<file path="src/rtl/rsp_pkg.sv">
// Constants for the terminal strap and status pin block.
// Assumes one 25 MHz clock and an active-low asynchronous reset.
package rsp_pkg;

  // ----------------------------------------------------------------
  // Widths and encodings
  // ----------------------------------------------------------------
  localparam int unsigned         ADDR_W         = 5;
  localparam int unsigned         TTSEL_W        = 3;
  localparam logic [2:0]          TTSEL_EXT      = 3'h1;
  localparam int unsigned         INIT_ADDR_W    = 15;
  localparam logic [14:0]         INIT_LAST_FULL = 15'h7fff;
  localparam logic [14:0]         INIT_LAST_1K   = 15'h03ff;
  localparam logic [14:0]         INIT_ADDR_RST  = 15'h0000;

  // ----------------------------------------------------------------
  // Reset value and SPI read command
  // ----------------------------------------------------------------
  localparam logic [4:0]          ADDR_RST       = 5'h00;
  localparam logic [7:0]          SPI_CMD_READ   = 8'h03;

  // ----------------------------------------------------------------
  // Timing
  // ----------------------------------------------------------------
  localparam int unsigned         CLK_HZ         = 25_000_000;
  localparam int unsigned         SCK_HZ         = 1_000_000;
  localparam int unsigned         SCK_HALF_CYC   = CLK_HZ / (2 * SCK_HZ);
  localparam int unsigned         SYNC_STAGES    = 2;

  typedef enum logic [1:0] {
    RSP_IDLE = 2'b00,
    RSP_CMD  = 2'b01,
    RSP_DATA = 2'b11,
    RSP_DONE = 2'b10
  } rsp_init_e;

endpackage

</file>
<file path="src/rtl/rsp_spi_shift.sv">
// SPI master byte shifter for the initialization port, mode 0.
// Assumes the caller holds chip select low around a sequence of bytes.
module rsp_spi_shift
  import rsp_pkg::*;
#(
  parameter int unsigned HALF_CYC = SCK_HALF_CYC
) (
  // Clock, reset and enable
  input  wire logic       i_clk,
  input  wire logic       i_rst_n,
  input  wire logic       i_ce,
  // Byte request
  input  wire logic       i_start,
  input  wire logic [7:0] i_tx,
  output logic            o_busy,
  output logic            o_done,
  output logic [7:0]      o_rx,
  // Serial pins
  output logic            o_sck,
  output logic            o_mosi,
  input  wire logic       i_miso
);

  logic [7:0]  sh_ff;
  logic [3:0]  bits_ff;
  logic [15:0] div_ff;

  always_ff @(posedge i_clk or negedge i_rst_n) begin
    if (!i_rst_n) begin
      sh_ff   <= 8'h00;
      bits_ff <= 4'h0;
      div_ff  <= 16'h0000;
      o_busy  <= 1'b0;
      o_done  <= 1'b0;
      o_rx    <= 8'h00;
      o_sck   <= 1'b0;
      o_mosi  <= 1'b0;
    end else if (i_ce) begin
      o_done <= 1'b0;
      if (!o_busy) begin
        if (i_start) begin
          sh_ff   <= i_tx;
          o_mosi  <= i_tx[7];
          bits_ff <= 4'h8;
          div_ff  <= 16'h0000;
          o_busy  <= 1'b1;
        end
      end else if (div_ff == 16'(HALF_CYC - 1)) begin
        div_ff <= 16'h0000;
        o_sck  <= ~o_sck;
        // Sample on the falling edge: the synchronised input lags two
        // clocks, so a rising-edge sample would see the previous bit.
        // Needs HALF_CYC of 2 or more.
        if (o_sck) begin
          sh_ff   <= {sh_ff[6:0], i_miso};
          bits_ff <= bits_ff - 4'h1;
          o_mosi  <= sh_ff[6];
          if (bits_ff == 4'h1) begin
            o_busy <= 1'b0;
            o_done <= 1'b1;
            o_rx   <= {sh_ff[6:0], i_miso};
          end
        end
      end else begin
        div_ff <= div_ff + 16'h0001;
      end
    end
  end

endmodule

</file>
<file path="src/rtl/rsp_strap_status.sv">
// Strap capture, transmit inhibit, ready/active and init SPI pins.
// Assumes straps and pin inputs are asynchronous to i_clk.
module rsp_strap_status_sync #(
  parameter int unsigned W = 1
) (
  input  wire logic         i_clk,
  input  wire logic         i_rst_n,
  input  wire logic         i_ce,
  input  wire logic [W-1:0] i_d,
  output logic      [W-1:0] o_q
);
  logic [W-1:0] s1_ff;
  always_ff @(posedge i_clk or negedge i_rst_n) begin
    if (!i_rst_n) begin
      s1_ff <= '0;
      o_q   <= '0;
    end else if (i_ce) begin
      s1_ff <= i_d;
      o_q   <= s1_ff;
    end
  end
endmodule

module rsp_strap_status
  import rsp_pkg::*;
#(
  parameter int unsigned HALF_CYC = SCK_HALF_CYC
) (
  // Clock, reset, enable
  input  wire logic         i_clk,
  input  wire logic         i_rst_n,
  input  wire logic         i_ce,
  // Straps
  input  wire logic [4:0]   i_terminal_address_straps,
  input  wire logic         i_terminal_address_parity_strap,
  input  wire logic         i_lock_strap,
  input  wire logic         i_auto_init_strap,
  input  wire logic         i_init_range_strap,
  // Host address write
  input  wire logic         i_addr_wr,
  input  wire logic [4:0]   i_addr_wr_data,
  input  wire logic         i_addr_wr_parity,
  // Configuration bits
  input  wire logic         i_cfg_bus_a_inhibit,
  input  wire logic         i_cfg_bus_b_inhibit,
  input  wire logic [2:0]   i_time_tag_clock_select,
  input  wire logic         i_start_execution_bit,
  // Pins and engine status
  input  wire logic         i_bus_a_transmit_inhibit,
  input  wire logic         i_bus_b_transmit_inhibit,
  input  wire logic         i_time_tag_clock_in,
  input  wire logic         i_subsystem_fail_in,
  input  wire logic         i_self_test_busy,
  input  wire logic         i_cmd_busy,
  // Status outputs
  output logic [4:0]        o_terminal_address,
  output logic              o_terminal_address_parity,
  output logic              o_lock,
  output logic              o_bus_a_tx_blocked,
  output logic              o_bus_b_tx_blocked,
  output logic              o_ready,
  output logic              o_active,
  output logic              o_run,
  output logic              o_time_tag_tick,
  output logic              o_subsystem_flag,
  // Init load stream
  output logic              o_init_wr,
  output logic [14:0]       o_init_addr,
  output logic [7:0]        o_init_data,
  // Init SPI port
  output logic              o_init_port_chip_select_n,
  output logic              o_init_port_serial_clock,
  output logic              o_mosi,
  input  wire logic         i_miso
);

  // ----------------------------------------------------------------
  // Reset release and input synchronisers
  // ----------------------------------------------------------------
  logic rst_s1_ff;
  logic rst_n_ff;
  always_ff @(posedge i_clk or negedge i_rst_n) begin
    if (!i_rst_n) begin
      rst_s1_ff <= 1'b0;
      rst_n_ff  <= 1'b0;
    end else begin
      rst_s1_ff <= 1'b1;
      rst_n_ff  <= rst_s1_ff;
    end
  end

  localparam int unsigned PIN_W = 14;
  logic [PIN_W-1:0] pins_s;
  rsp_strap_status_sync #(.W(PIN_W)) u_sync (
    .i_clk   (i_clk),
    .i_rst_n (rst_n_ff),
    .i_ce    (i_ce),
    .i_d     ({i_terminal_address_straps, i_terminal_address_parity_strap,
               i_lock_strap, i_auto_init_strap, i_init_range_strap,
               i_bus_a_transmit_inhibit, i_bus_b_transmit_inhibit,
               i_time_tag_clock_in, i_subsystem_fail_in, i_miso}),
    .o_q     (pins_s)
  );
  wire logic [4:0] s_addr   = pins_s[13:9];
  wire logic       s_par    = pins_s[8];
  wire logic       s_lock   = pins_s[7];
  wire logic       s_auto   = pins_s[6];
  wire logic       s_range  = pins_s[5];
  wire logic       s_inh_a  = pins_s[4];
  wire logic       s_inh_b  = pins_s[3];
  wire logic       s_time_tag_clock_in  = pins_s[2];
  wire logic       s_ssf    = pins_s[1];
  wire logic       s_miso   = pins_s[0];

  // Straps are taken once, when the synchronised pins are valid
  logic [1:0] cap_cnt_ff;
  logic       cap_done_ff;
  always_ff @(posedge i_clk or negedge rst_n_ff) begin
    if (!rst_n_ff) begin
      cap_cnt_ff  <= 2'h0;
      cap_done_ff <= 1'b0;
    end else if (i_ce && !cap_done_ff) begin
      cap_cnt_ff <= cap_cnt_ff + 2'h1;
      if (cap_cnt_ff == 2'(SYNC_STAGES)) begin
        cap_done_ff <= 1'b1;
      end
    end
  end
  wire logic cap_now = i_ce && !cap_done_ff
                       && (cap_cnt_ff == 2'(SYNC_STAGES));

  // ----------------------------------------------------------------
  // Operational status address, parity and lock
  // ----------------------------------------------------------------
  logic auto_ff;
  logic range_ff;
  always_ff @(posedge i_clk or negedge rst_n_ff) begin
    if (!rst_n_ff) begin
      o_terminal_address        <= ADDR_RST;
      o_terminal_address_parity <= 1'b0;
      o_lock                    <= 1'b0;
      auto_ff                   <= 1'b0;
      range_ff                  <= 1'b0;
    end else if (cap_now) begin
      o_terminal_address        <= s_addr;
      o_terminal_address_parity <= s_par;
      o_lock                    <= s_lock;
      auto_ff                   <= s_auto;
      range_ff                  <= s_range;
    end else if (i_ce && cap_done_ff && i_addr_wr && !o_lock) begin
      o_terminal_address        <= i_addr_wr_data;
      o_terminal_address_parity <= i_addr_wr_parity;
    end
  end

  // ----------------------------------------------------------------
  // Inhibit, subsystem, time tag, active
  // ----------------------------------------------------------------
  logic time_tag_clock_in_d_ff;
  always_ff @(posedge i_clk or negedge rst_n_ff) begin
    if (!rst_n_ff) begin
      o_bus_a_tx_blocked <= 1'b0;
      o_bus_b_tx_blocked <= 1'b0;
      o_subsystem_flag   <= 1'b0;
      o_active           <= 1'b0;
      time_tag_clock_in_d_ff         <= 1'b0;
      o_time_tag_tick    <= 1'b0;
    end else if (i_ce) begin
      o_bus_a_tx_blocked <= s_inh_a | i_cfg_bus_a_inhibit;
      o_bus_b_tx_blocked <= s_inh_b | i_cfg_bus_b_inhibit;
      o_subsystem_flag   <= s_ssf;
      o_active           <= o_run & i_cmd_busy;
      time_tag_clock_in_d_ff         <= s_time_tag_clock_in;
      // External rising edge, or every clock when internal
      o_time_tag_tick    <= (i_time_tag_clock_select == TTSEL_EXT)
                            ? (s_time_tag_clock_in & ~time_tag_clock_in_d_ff) : 1'b1;
    end
  end

  // ----------------------------------------------------------------
  // Auto-initialization sequence
  // ----------------------------------------------------------------
  rsp_init_e   st_ff;
  logic [14:0] addr_ff;
  logic        start_ff;
  logic [7:0]  tx_ff;
  logic        spi_busy;
  logic        spi_done;
  logic [7:0]  spi_rx;
  logic [1:0]  cmd_idx_ff;

  rsp_spi_shift #(.HALF_CYC(HALF_CYC)) u_spi (
    .i_clk   (i_clk),
    .i_rst_n (rst_n_ff),
    .i_ce    (i_ce),
    .i_start (start_ff),
    .i_tx    (tx_ff),
    .o_busy  (spi_busy),
    .o_done  (spi_done),
    .o_rx    (spi_rx),
    .o_sck   (o_init_port_serial_clock),
    .o_mosi  (o_mosi),
    .i_miso  (s_miso)
  );

  wire logic [14:0] last_addr = range_ff ? INIT_LAST_1K : INIT_LAST_FULL;

  always_ff @(posedge i_clk or negedge rst_n_ff) begin
    if (!rst_n_ff) begin
      st_ff                     <= RSP_IDLE;
      addr_ff                   <= INIT_ADDR_RST;
      start_ff                  <= 1'b0;
      tx_ff                     <= 8'h00;
      cmd_idx_ff                <= 2'h0;
      o_init_port_chip_select_n <= 1'b1;
      o_init_wr                 <= 1'b0;
      o_init_addr               <= INIT_ADDR_RST;
      o_init_data               <= 8'h00;
      o_ready                   <= 1'b0;
    end else if (i_ce) begin
      start_ff  <= 1'b0;
      o_init_wr <= 1'b0;
      o_ready   <= cap_done_ff && !i_self_test_busy
                   && (st_ff == RSP_DONE || st_ff == RSP_IDLE)
                   && !cap_now && !(st_ff == RSP_IDLE && auto_ff);
      unique case (st_ff)
        RSP_IDLE: begin
          if (cap_done_ff && auto_ff) begin
            o_init_port_chip_select_n <= 1'b0;
            tx_ff      <= SPI_CMD_READ;
            start_ff   <= 1'b1;
            cmd_idx_ff <= 2'h0;
            st_ff      <= RSP_CMD;
          end else if (cap_done_ff) begin
            st_ff <= RSP_DONE;
          end
        end
        RSP_CMD: begin
          if (spi_done) begin
            cmd_idx_ff <= cmd_idx_ff + 2'h1;
            start_ff   <= 1'b1;
            tx_ff      <= 8'h00; // Start address zero, then dummy bytes
            if (cmd_idx_ff == 2'h2) begin
              st_ff <= RSP_DATA;
            end
          end
        end
        RSP_DATA: begin
          if (spi_done) begin
            o_init_wr   <= 1'b1;
            o_init_addr <= addr_ff;
            o_init_data <= spi_rx;
            if (addr_ff == last_addr) begin
              o_init_port_chip_select_n <= 1'b1;
              st_ff <= RSP_DONE;
            end else begin
              addr_ff  <= addr_ff + 15'h0001;
              start_ff <= 1'b1;
            end
          end
        end
        RSP_DONE: begin
          o_init_port_chip_select_n <= 1'b1;
        end
      endcase
    end
  end

  // Terminal runs only once ready and host set start
  always_ff @(posedge i_clk or negedge rst_n_ff) begin
    if (!rst_n_ff) begin
      o_run <= 1'b0;
    end else if (i_ce) begin
      o_run <= o_ready & i_start_execution_bit;
    end
  end

endmodule

</file>
<file path="config.mk">
export PLATFORM = sky130hd
export DESIGN_NAME = rsp_strap_status
export DESIGN_NICKNAME = d
export VERILOG_FILES = /design/src/rtl/rsp_pkg.sv /design/src/rtl/rsp_spi_shift.sv /design/src/rtl/rsp_strap_status.sv
export SDC_FILE = /design/constraint.sdc
export NUM_CORES = 1
export LEC_CHECK = 0
export ABC_AREA = 1
export BUFFER_PORTS_ARGS = -buffer_cell sky130_fd_sc_hd__buf_2
export CORE_MARGIN = 8
export CORE_UTILIZATION = 58
export CTS_CLUSTER_SIZE = 40
export DETAILED_ROUTE_END_ITERATION = 8
export PLACE_DENSITY_LB_ADDON = 0.05
export SYNTH_ARGS = -nofsm -noshare
export SYNTH_HDL_FRONTEND = slang
export SYNTH_SLANG_ARGS = --single-unit
</file>
<file path="constraint.sdc">
create_clock -name i_clk -period 5.8 [get_ports i_clk]
set_clock_uncertainty 0.2 [all_clocks]
set_input_delay 0.58 -clock i_clk [delete_from_list [all_inputs] [get_ports i_clk]]
set_output_delay 0.58 -clock i_clk [all_outputs]
set_load 0.005 [all_outputs]
</file>
==> results of run 1 <==
-- registers in the layout, summed over array words and instances, names as in the netlist, 2 cells and up --
| register | flops |
|---|---|
| addr_ff | 15 |
| cap_cnt_ff | 2 |
| cmd_idx_ff | 2 |
| o_init_addr | 15 |
| o_init_data | 8 |
| o_terminal_address | 5 |
| st_ff | 2 |
| u_spi.bits_ff | 4 |
| u_spi.div_ff | 16 |
| u_spi.o_rx | 8 |
| u_spi.sh_ff | 7 |
| u_sync.o_q | 14 |
| u_sync.s1_ff | 14 |
-- Yosys cell counts, types with 4 or more instances --
| cell | count | area share (%) |
|---|---|---|
| o22ai_1 | 6 | 0.61 |
| nand2_2 | 7 | 0.72 |
| nor2_1 | 46 | 2.8 |
| inv_1 | 65 | 4.0 |
| xor2_1 | 18 | 2.6 |
| inv_2 | 4 | 0.25 |
| a21oi_1 | 14 | 1.1 |
| ha_1 | 6 | 1.2 |
| nor2_4 | 5 | 0.92 |
| clkbuf_1 | 15 | 0.92 |
| dfrtp_1 | 134 | 55 |
| buf_2 | 4 | 0.33 |
| nand3_1 | 27 | 2.2 |
| nor3_1 | 6 | 0.49 |
| nand2_1 | 270 | 17 |
| o21ai_2 | 5 | 0.72 |
| nand4_1 | 14 | 1.4 |
| o21ai_0 | 47 | 3.9 |
| nor2_2 | 8 | 0.82 |
-- metal layers --
metal / share of wire (%) / wire length (um) / up-vias / global-route usage [%]
met1: 46 / 5650 / 2249 / 22.8
met5: 0 / 0 / - / 0
met4: 1.8 / 220 / 0 / 7.43
li1: - / - / 2431 / -
met2: 46 / 5670 / 119 / 29.4
met3: 5.8 / 705 / 20 / 6.14
-- logic make-up after synthesis --
logic type / Yosys count / share of synthesized area (%)
XOR/XNOR: 19 / 2.85
AO/OA/AOI/OAI: 80 / 7.21
other: 1 / 0.0614
buffers and inverters: 93 / 6.27
AND/OR/NAND/NOR: 391 / 27.0
adder cells (fa/ha/maj): 6 / 1.23
flip-flops: 135 / 55.3
-- how the worst max path moves through the flow --
stage,endpoint,cells past startpoint
3_5_place_dp,o_terminal_address_parity,7
2_1_floorplan,addr_ff[0],0
4_1_cts,o_terminal_address_parity,7
3_3_place_gp,o_terminal_address[0],7
5_1_grt,o_terminal_address_parity,7
6_report,o_terminal_address_parity,7
-- placed cells by master (no fill, tap or decap), types with 2 or more instances in the layout --
cell        synthesis  routed
o22ai_1             6       6
ha_1                6       6
nor3_1              6       6
nand4_1            14      14
nor2_4              5       5
or2_2               3       3
inv_1              65      65
xor2_1             18      18
nor2_2              8       8
clkbuf_16           0      16
dfrtp_1           134     133
o21ai_1             3       3
nand3_1            27      27
o21ai_2             5       5
buf_2               4      72
nand2_1           270     270
inv_2               4       4
clkbuf_8            0       5
clkbuf_1           15       8
a21oi_1            14      14
o21ai_0            47      47
nor2_1             46      46
nand2_2             7       7
clkinvlp_4          0       2
clkinv_2            1       2
-- area by class of cell --
| type | instances | area [um2] |
|---|---|---|
| Tap cell | 136 | 170 |
| Timing Repair Buffer | 74 | 378 |
| Multi-Input combinational cell | 497 | 2340 |
| Inverter | 71 | 268 |
| Clock buffer | 29 | 499 |
| Sequential cell | 135 | 3380 |
| Clock inverter | 3 | 20.0 |
| Fill cell | 857 | 3220 |
-- critical path, stage by stage --
cell and delay, ns:
buf_2 0.64, inv_2 0.50, nor2_4 0.25, nand2_1 0.28, o21ai_1 0.46, o21ai_0 0.20, o22ai_1 0.16
-- power by group through the flow --
stage                     Clock (mW)  Combinational, mW  Sequential (mW)
final                          0.937              0.442             1.22
after global routing           0.996              0.523             1.24
after CTS                      0.953              0.446             1.22
after detailed placement           0              0.443             1.23
after global placement             0              0.422             1.23
after floorplan                    0              0.334             1.20
-- repair_timing --
action,4_1_cts,5_1_grt
setup endpoints to repair,0,0
hold buffers,1,0
hold endpoints to repair,2,0
==> impl_metrics.tcl, run 1 <==
set metrics [dict create \
    final.setup.worst_slack_ns 2.96 \
    p_leak_nw 3.78 \
    max_freq_ghz 0.352 \
    io_buffer_count 72 \
    dp_cells 912 \
    syn_area_um2 6110 \
    ir_drop_mv 0.243 \
    wirelength_um 12200 \
    num-nets-final 834 \
    syn_nets 763 \
    grt_use_total_pct 18.5 \
    vias_per_cell 5.10 \
    syn_to_final_growth_pct 15.7 \
    crit_path_end_kind "flop" \
    layout_min_cycle_time_ns 2.84 \
    drive_gt1_share_pct 16.7 \
    grt_pass1_vias 4867 \
    hp-start "i_time_tag_clock_in" \
    tns_ns 0 \
    cts_buffers 17 \
    power.switching_mw 0.762 \
    grt-ovfl-total 0 \
    cts_resized 0 \
    whs_path_depth 3 \
    cp-start-kind "primary input" \
    post-cts-setup-buffer-count 0 \
    min_period_over_period_pct 49.0 \
    gp_congestion 0.852 \
    pwr-share-clk_pct 36.1 \
    placed_area_um2 6530 \
    slew_viol_final 0 \
    initial_core_util_pct 59.4 \
    avgSynthCellArea_um2 8.42 \
    antenna_found_initial 0 \
    crit_start "i_ce" \
    ys_types 39 \
    pin_count 73 \
    total_power_mw 2.60 \
    power_frac_seq_pct 46.9 \
    clock_sinks 135 \
    synth-async-reset-ratio_pct 100 \
    drt-pass1-iter-count 5 \
    clockRootBuffer "clkbuf_8" \
    clk_pin_slew_worst_paths_ns 0.06 \
    synth_edf_count 0 \
    p_sw_share_pct 29.3 \
    synthFlopType "dfrtp_1" \
    crit_fanout 51 \
    final_antenna_net_count 0 \
    whs_endpoint "u_sync.s1_ff[2]" \
    synth-seq-area-share_pct 55.3 \
    rsz0062_at_grt "no" \
    die_w_um 119 \
    p_per_area_nw_per_um2 368 \
    clockBufferDepth 2 \
    reg2reg_to "addr_ff[6]" \
    n_antenna_cell 0 \
    holdCritPathClass "in2reg" \
    hold_violations 0 \
    die_area_um2 14100 \
    syn_inst 725 \
    die_y_um 119 \
    combinationalPowerShare_pct 17.0 \
    drt_iter0_markers 380 \
    status "completed" \
    setup_viol 0 \
    r2r_slack_ns 3.45 \
    num_rows 37 \
    holdWs_ns 0.0576 \
    fin_cells 945 \
    coreArea_um2 10300 \
    cts_tree "done" \
    design_area_um2 7060 \
    crit_required_ns 6.04 \
    grt_pass1_wl_um 21500 \
    r2r_start "st_ff[1]" \
    worstMarginPinSlew_ns 0.874 \
    num_vias 4819 \
    hpwl_um 8380 \
    ys_seq_elements 135 \
    fin_util_pct 68.7 \
    drcViolationCount 0 \
    cts_max_level 4 \
    max_cap_violations 0 \
    path_class "in2reg" \
    slew_headroom_pct 41.7 \
    cp.arrival_ns 3.08 \
    insertion_delay_ns 0.52 \
    grt_max_degree 71 \
    yosys_warnings 0 \
    post-place-ws_ns 2.42 \
    p_int_mw 1.84 \
    wl_per_cell_um 13.0 \
    r2r.worst_path.cells 8 \
]
(Power assumes the default switching activity.)
==> run 2: changes to the inputs <==
--- a/config.mk
+++ b/config.mk
@@ -5,10 +5,10 @@
 export SDC_FILE = /design/constraint.sdc
 export NUM_CORES = 1
 export LEC_CHECK = 0
-export ABC_AREA = 1
+export ABC_AREA = 0
 export BUFFER_PORTS_ARGS = -buffer_cell sky130_fd_sc_hd__buf_2
 export CORE_MARGIN = 8
-export CORE_UTILIZATION = 58
+export CORE_UTILIZATION = 52
 export CTS_CLUSTER_SIZE = 40
 export DETAILED_ROUTE_END_ITERATION = 8
 export PLACE_DENSITY_LB_ADDON = 0.05
==> constraint.sdc (replaced) <==
create_clock -name i_clk -period 2.35 [get_ports i_clk]
set_clock_uncertainty 0.2 [all_clocks]
set_input_delay 0.235 -clock i_clk [delete_from_list [all_inputs] [get_ports i_clk]]
set_output_delay 0.235 -clock i_clk [all_outputs]
set_load 0.005 [all_outputs]
==> run 2 against run 1 <==
Net effect:
- area after synthesis is 3.5% lower
- setup slack worse by 2.7 ns
- non-clock buffer count is 41 higher
- critical path depth is 1 lower
- critical path type is now reg2reg
- largest power group unchanged
- highest routed layer unchanged
==> impl_metrics.tcl, run 2 <==
set metrics [dict create \
    hold_violations 0 \
    cts_max_level 4 \
    drcViolationCount 0 \
    grt_use_total_pct 17.7 \
    crit_fanout 11 \
    grt_max_degree 43 \
    largest_reg_flops 16 \
    die_area_um2 15000 \
    mostFrequentLayoutCells "dfrtp_1 (133), nand2_1 (114), buf_2 (72)" \
    syn_to_final_growth_pct 24.0 \
    hpwl_um 8350 \
    design_area_um2 7310 \
    pin_count 73 \
    num_rows 39 \
    avgSynthCellArea_um2 11.0 \
    path_class "reg2reg" \
    netlist_top_cells_count "dfrtp_1 (134), nand2_1 (114), mux2_2 (43)" \
    clockRootBuffer "clkbuf_16" \
    synth-seq-area-share_pct 57.3 \
    ys_types 56 \
    io_buffer_count 72 \
    wl_per_cell_um 15.2 \
    crit_family "simple AND/OR/NAND/NOR gates" \
    max_freq_ghz 0.468 \
    ys_seq_elements 135 \
    tns_ns 0 \
    grt_pass1_vias 4419 \
    crit_path_end_kind "flop" \
    slowest_stage "or2_0" \
    coreArea_um2 11200 \
    cp-start-kind "flop" \
    post-cts-setup-buffer-count 0 \
    yosysTopAreaCellShare_pct 56.9 \
    clock_sinks 135 \
    grt-ovfl-total 0 \
    setup_viol 0 \
    path_buf_inv 0 \
    holdCritPathClass "in2reg" \
    yosys_warnings 0 \
    num-nets-final 688 \
    dp_cells 745 \
    synth_edf_count 0 \
    crit_chain "ha_1, nor4b_4, nand4_4, or2_0, a21o_1, a22o_1" \
    status "completed" \
    clk_pin_slew_worst_paths_ns 0.05 \
    cp.arrival_ns 2.24 \
    slew_headroom_pct 52.8 \
    yosys.area.top_type "dfrtp_1" \
    largestRegisters "u_spi.div_ff (16), addr_ff (15), o_init_addr (15)" \
    syn_nets 574 \
    synthFlopType "dfrtp_1" \
    n_antenna_cell 0 \
    slew_viol_final 0 \
    critPathMaxStageDelay_ns 0.38 \
    grt_pass1_wl_um 21000 \
    antenna_found_initial 0 \
    worstMarginPinSlew_ns 0.703 \
    cts_buffers 17 \
    fin_util_pct 65.1 \
    clockBufferDepth 2 \
    min_period_over_period_pct 90.9 \
    gp_congestion 0.779 \
    syn_inst 536 \
    drive_gt1_share_pct 25.3 \
    die_y_um 122 \
    die_w_um 122 \
    rsz0062_at_grt "no" \
    placed_area_um2 6480 \
    ir_drop_mv 0.582 \
    wirelength_um 12200 \
    fin_cells 804 \
    syn_area_um2 5890 \
    p_leak_nw 3.63 \
    p_per_area_nw_per_um2 856 \
    drt_iter0_markers 321 \
    cts_tree "done" \
    yosysMostFrequentCell "dfrtp_1" \
    initial_core_util_pct 52.5 \
    largest_register "u_spi.div_ff" \
    layout_commonest_cell "dfrtp_1" \
    num_vias 4266 \
    insertion_delay_ns 0.41 \
    drt-pass1-iter-count 5 \
    synth-async-reset-ratio_pct 100 \
    final_antenna_net_count 0 \
    max_cap_violations 0 \
    layout_min_cycle_time_ns 2.14 \
    netlist_top_cells_area "dfrtp_1 (57%), mux2_2 (8.2%), nand2_1 (7.3%)" \
    vias_per_cell 5.31 \
    crit_required_ns 2.45 \
]
## run 2: worst reg2reg max path: stages, from the launching register on
cell	delay, ns
dfrtp_1	0.37
ha_1	0.21
nor4b_4	0.26
nand4_4	0.20
or2_0	0.38
a21o_1	0.23
a22o_1	0.17
## run 2: power breakdown
group          internal (mW)  switching, mW  leakage (nW)
registers               2.63          0.273          1.72
clock network           1.52          0.905         0.264
logic                  0.481          0.452          1.65
## run 2: per-layer routing
| layer | share of wire (%) | vias up | wire length (um) | GRT usage, % |
|---|---|---|---|---|
| met1 | 46 | 2093 | 5680 | 21.8 |
| met4 | 1.1 | 0 | 136 | 5.94 |
| met3 | 4.9 | 14 | 596 | 6.16 |
| li1 | - | 2092 | - | - |
| met5 | 0 | - | 0 | 0 |
| met2 | 48 | 67 | 5810 | 28.7 |
## run 2: through the flow
stage	hold slack, ns	power [mW]	worst slack (ns)
5_1_grt	0.0472	6.59	0.0896
3_3_place_gp	-0.178	3.80	0.242
6_report	0.0380	6.26	0.214
3_5_place_dp	-0.176	3.84	0.153
4_1_cts	0.0185	6.33	0.139
2_1_floorplan	-0.261	3.50	0.401
## run 2: timing repair
action / 4_1_cts / 5_1_grt
endpoints found under the setup margin: 0 / 6
hold buffers: 29 / 0
gates resized for setup: 0 / 1
hold endpoints to repair: 28 / 0
## run 2: path summary, 6_finish.rpt
check	from	endpoint	slack, ns	cells past startpoint
worst max-delay path	u_spi.div_ff[0]	u_spi.bits_ff[0]	0.21	6
worst min-delay path	i_ce	u_spi.o_done	0.04	2
worst max register to register	u_spi.div_ff[0]	u_spi.bits_ff[0]	0.21	6
worst min register to register	rst_n_ff	u_sync.o_q[4]	0.13	0
max in group asynchronous	rst_n_ff	o_init_data[3]	1.13	1
min in group asynchronous	rst_n_ff	u_sync.o_q[4]	0.13	0
## run 2: cell families after synthesis
logic type / Yosys count / synth area share, %
and+or+nand+nor: 211 / 17.4
buffers and inverters: 32 / 2.17
muxes: 50 / 9.40
xor gates and xnor gates: 27 / 4.01
adders and majority gates: 6 / 1.27
DFF: 135 / 57.3
AOI/OAI and AO/OA: 74 / 8.34
other: 1 / 0.0636
## run 2: layout make-up
class | instances | area (um2)
inverter | 12 | 45.0
clock inverter | 4 | 45.0
tap | 143 | 179
sequential | 135 | 3380
clock buffer | 26 | 489
timing repair buffer | 115 | 781
multi-input combinational | 369 | 2390
fill | 902 | 3910
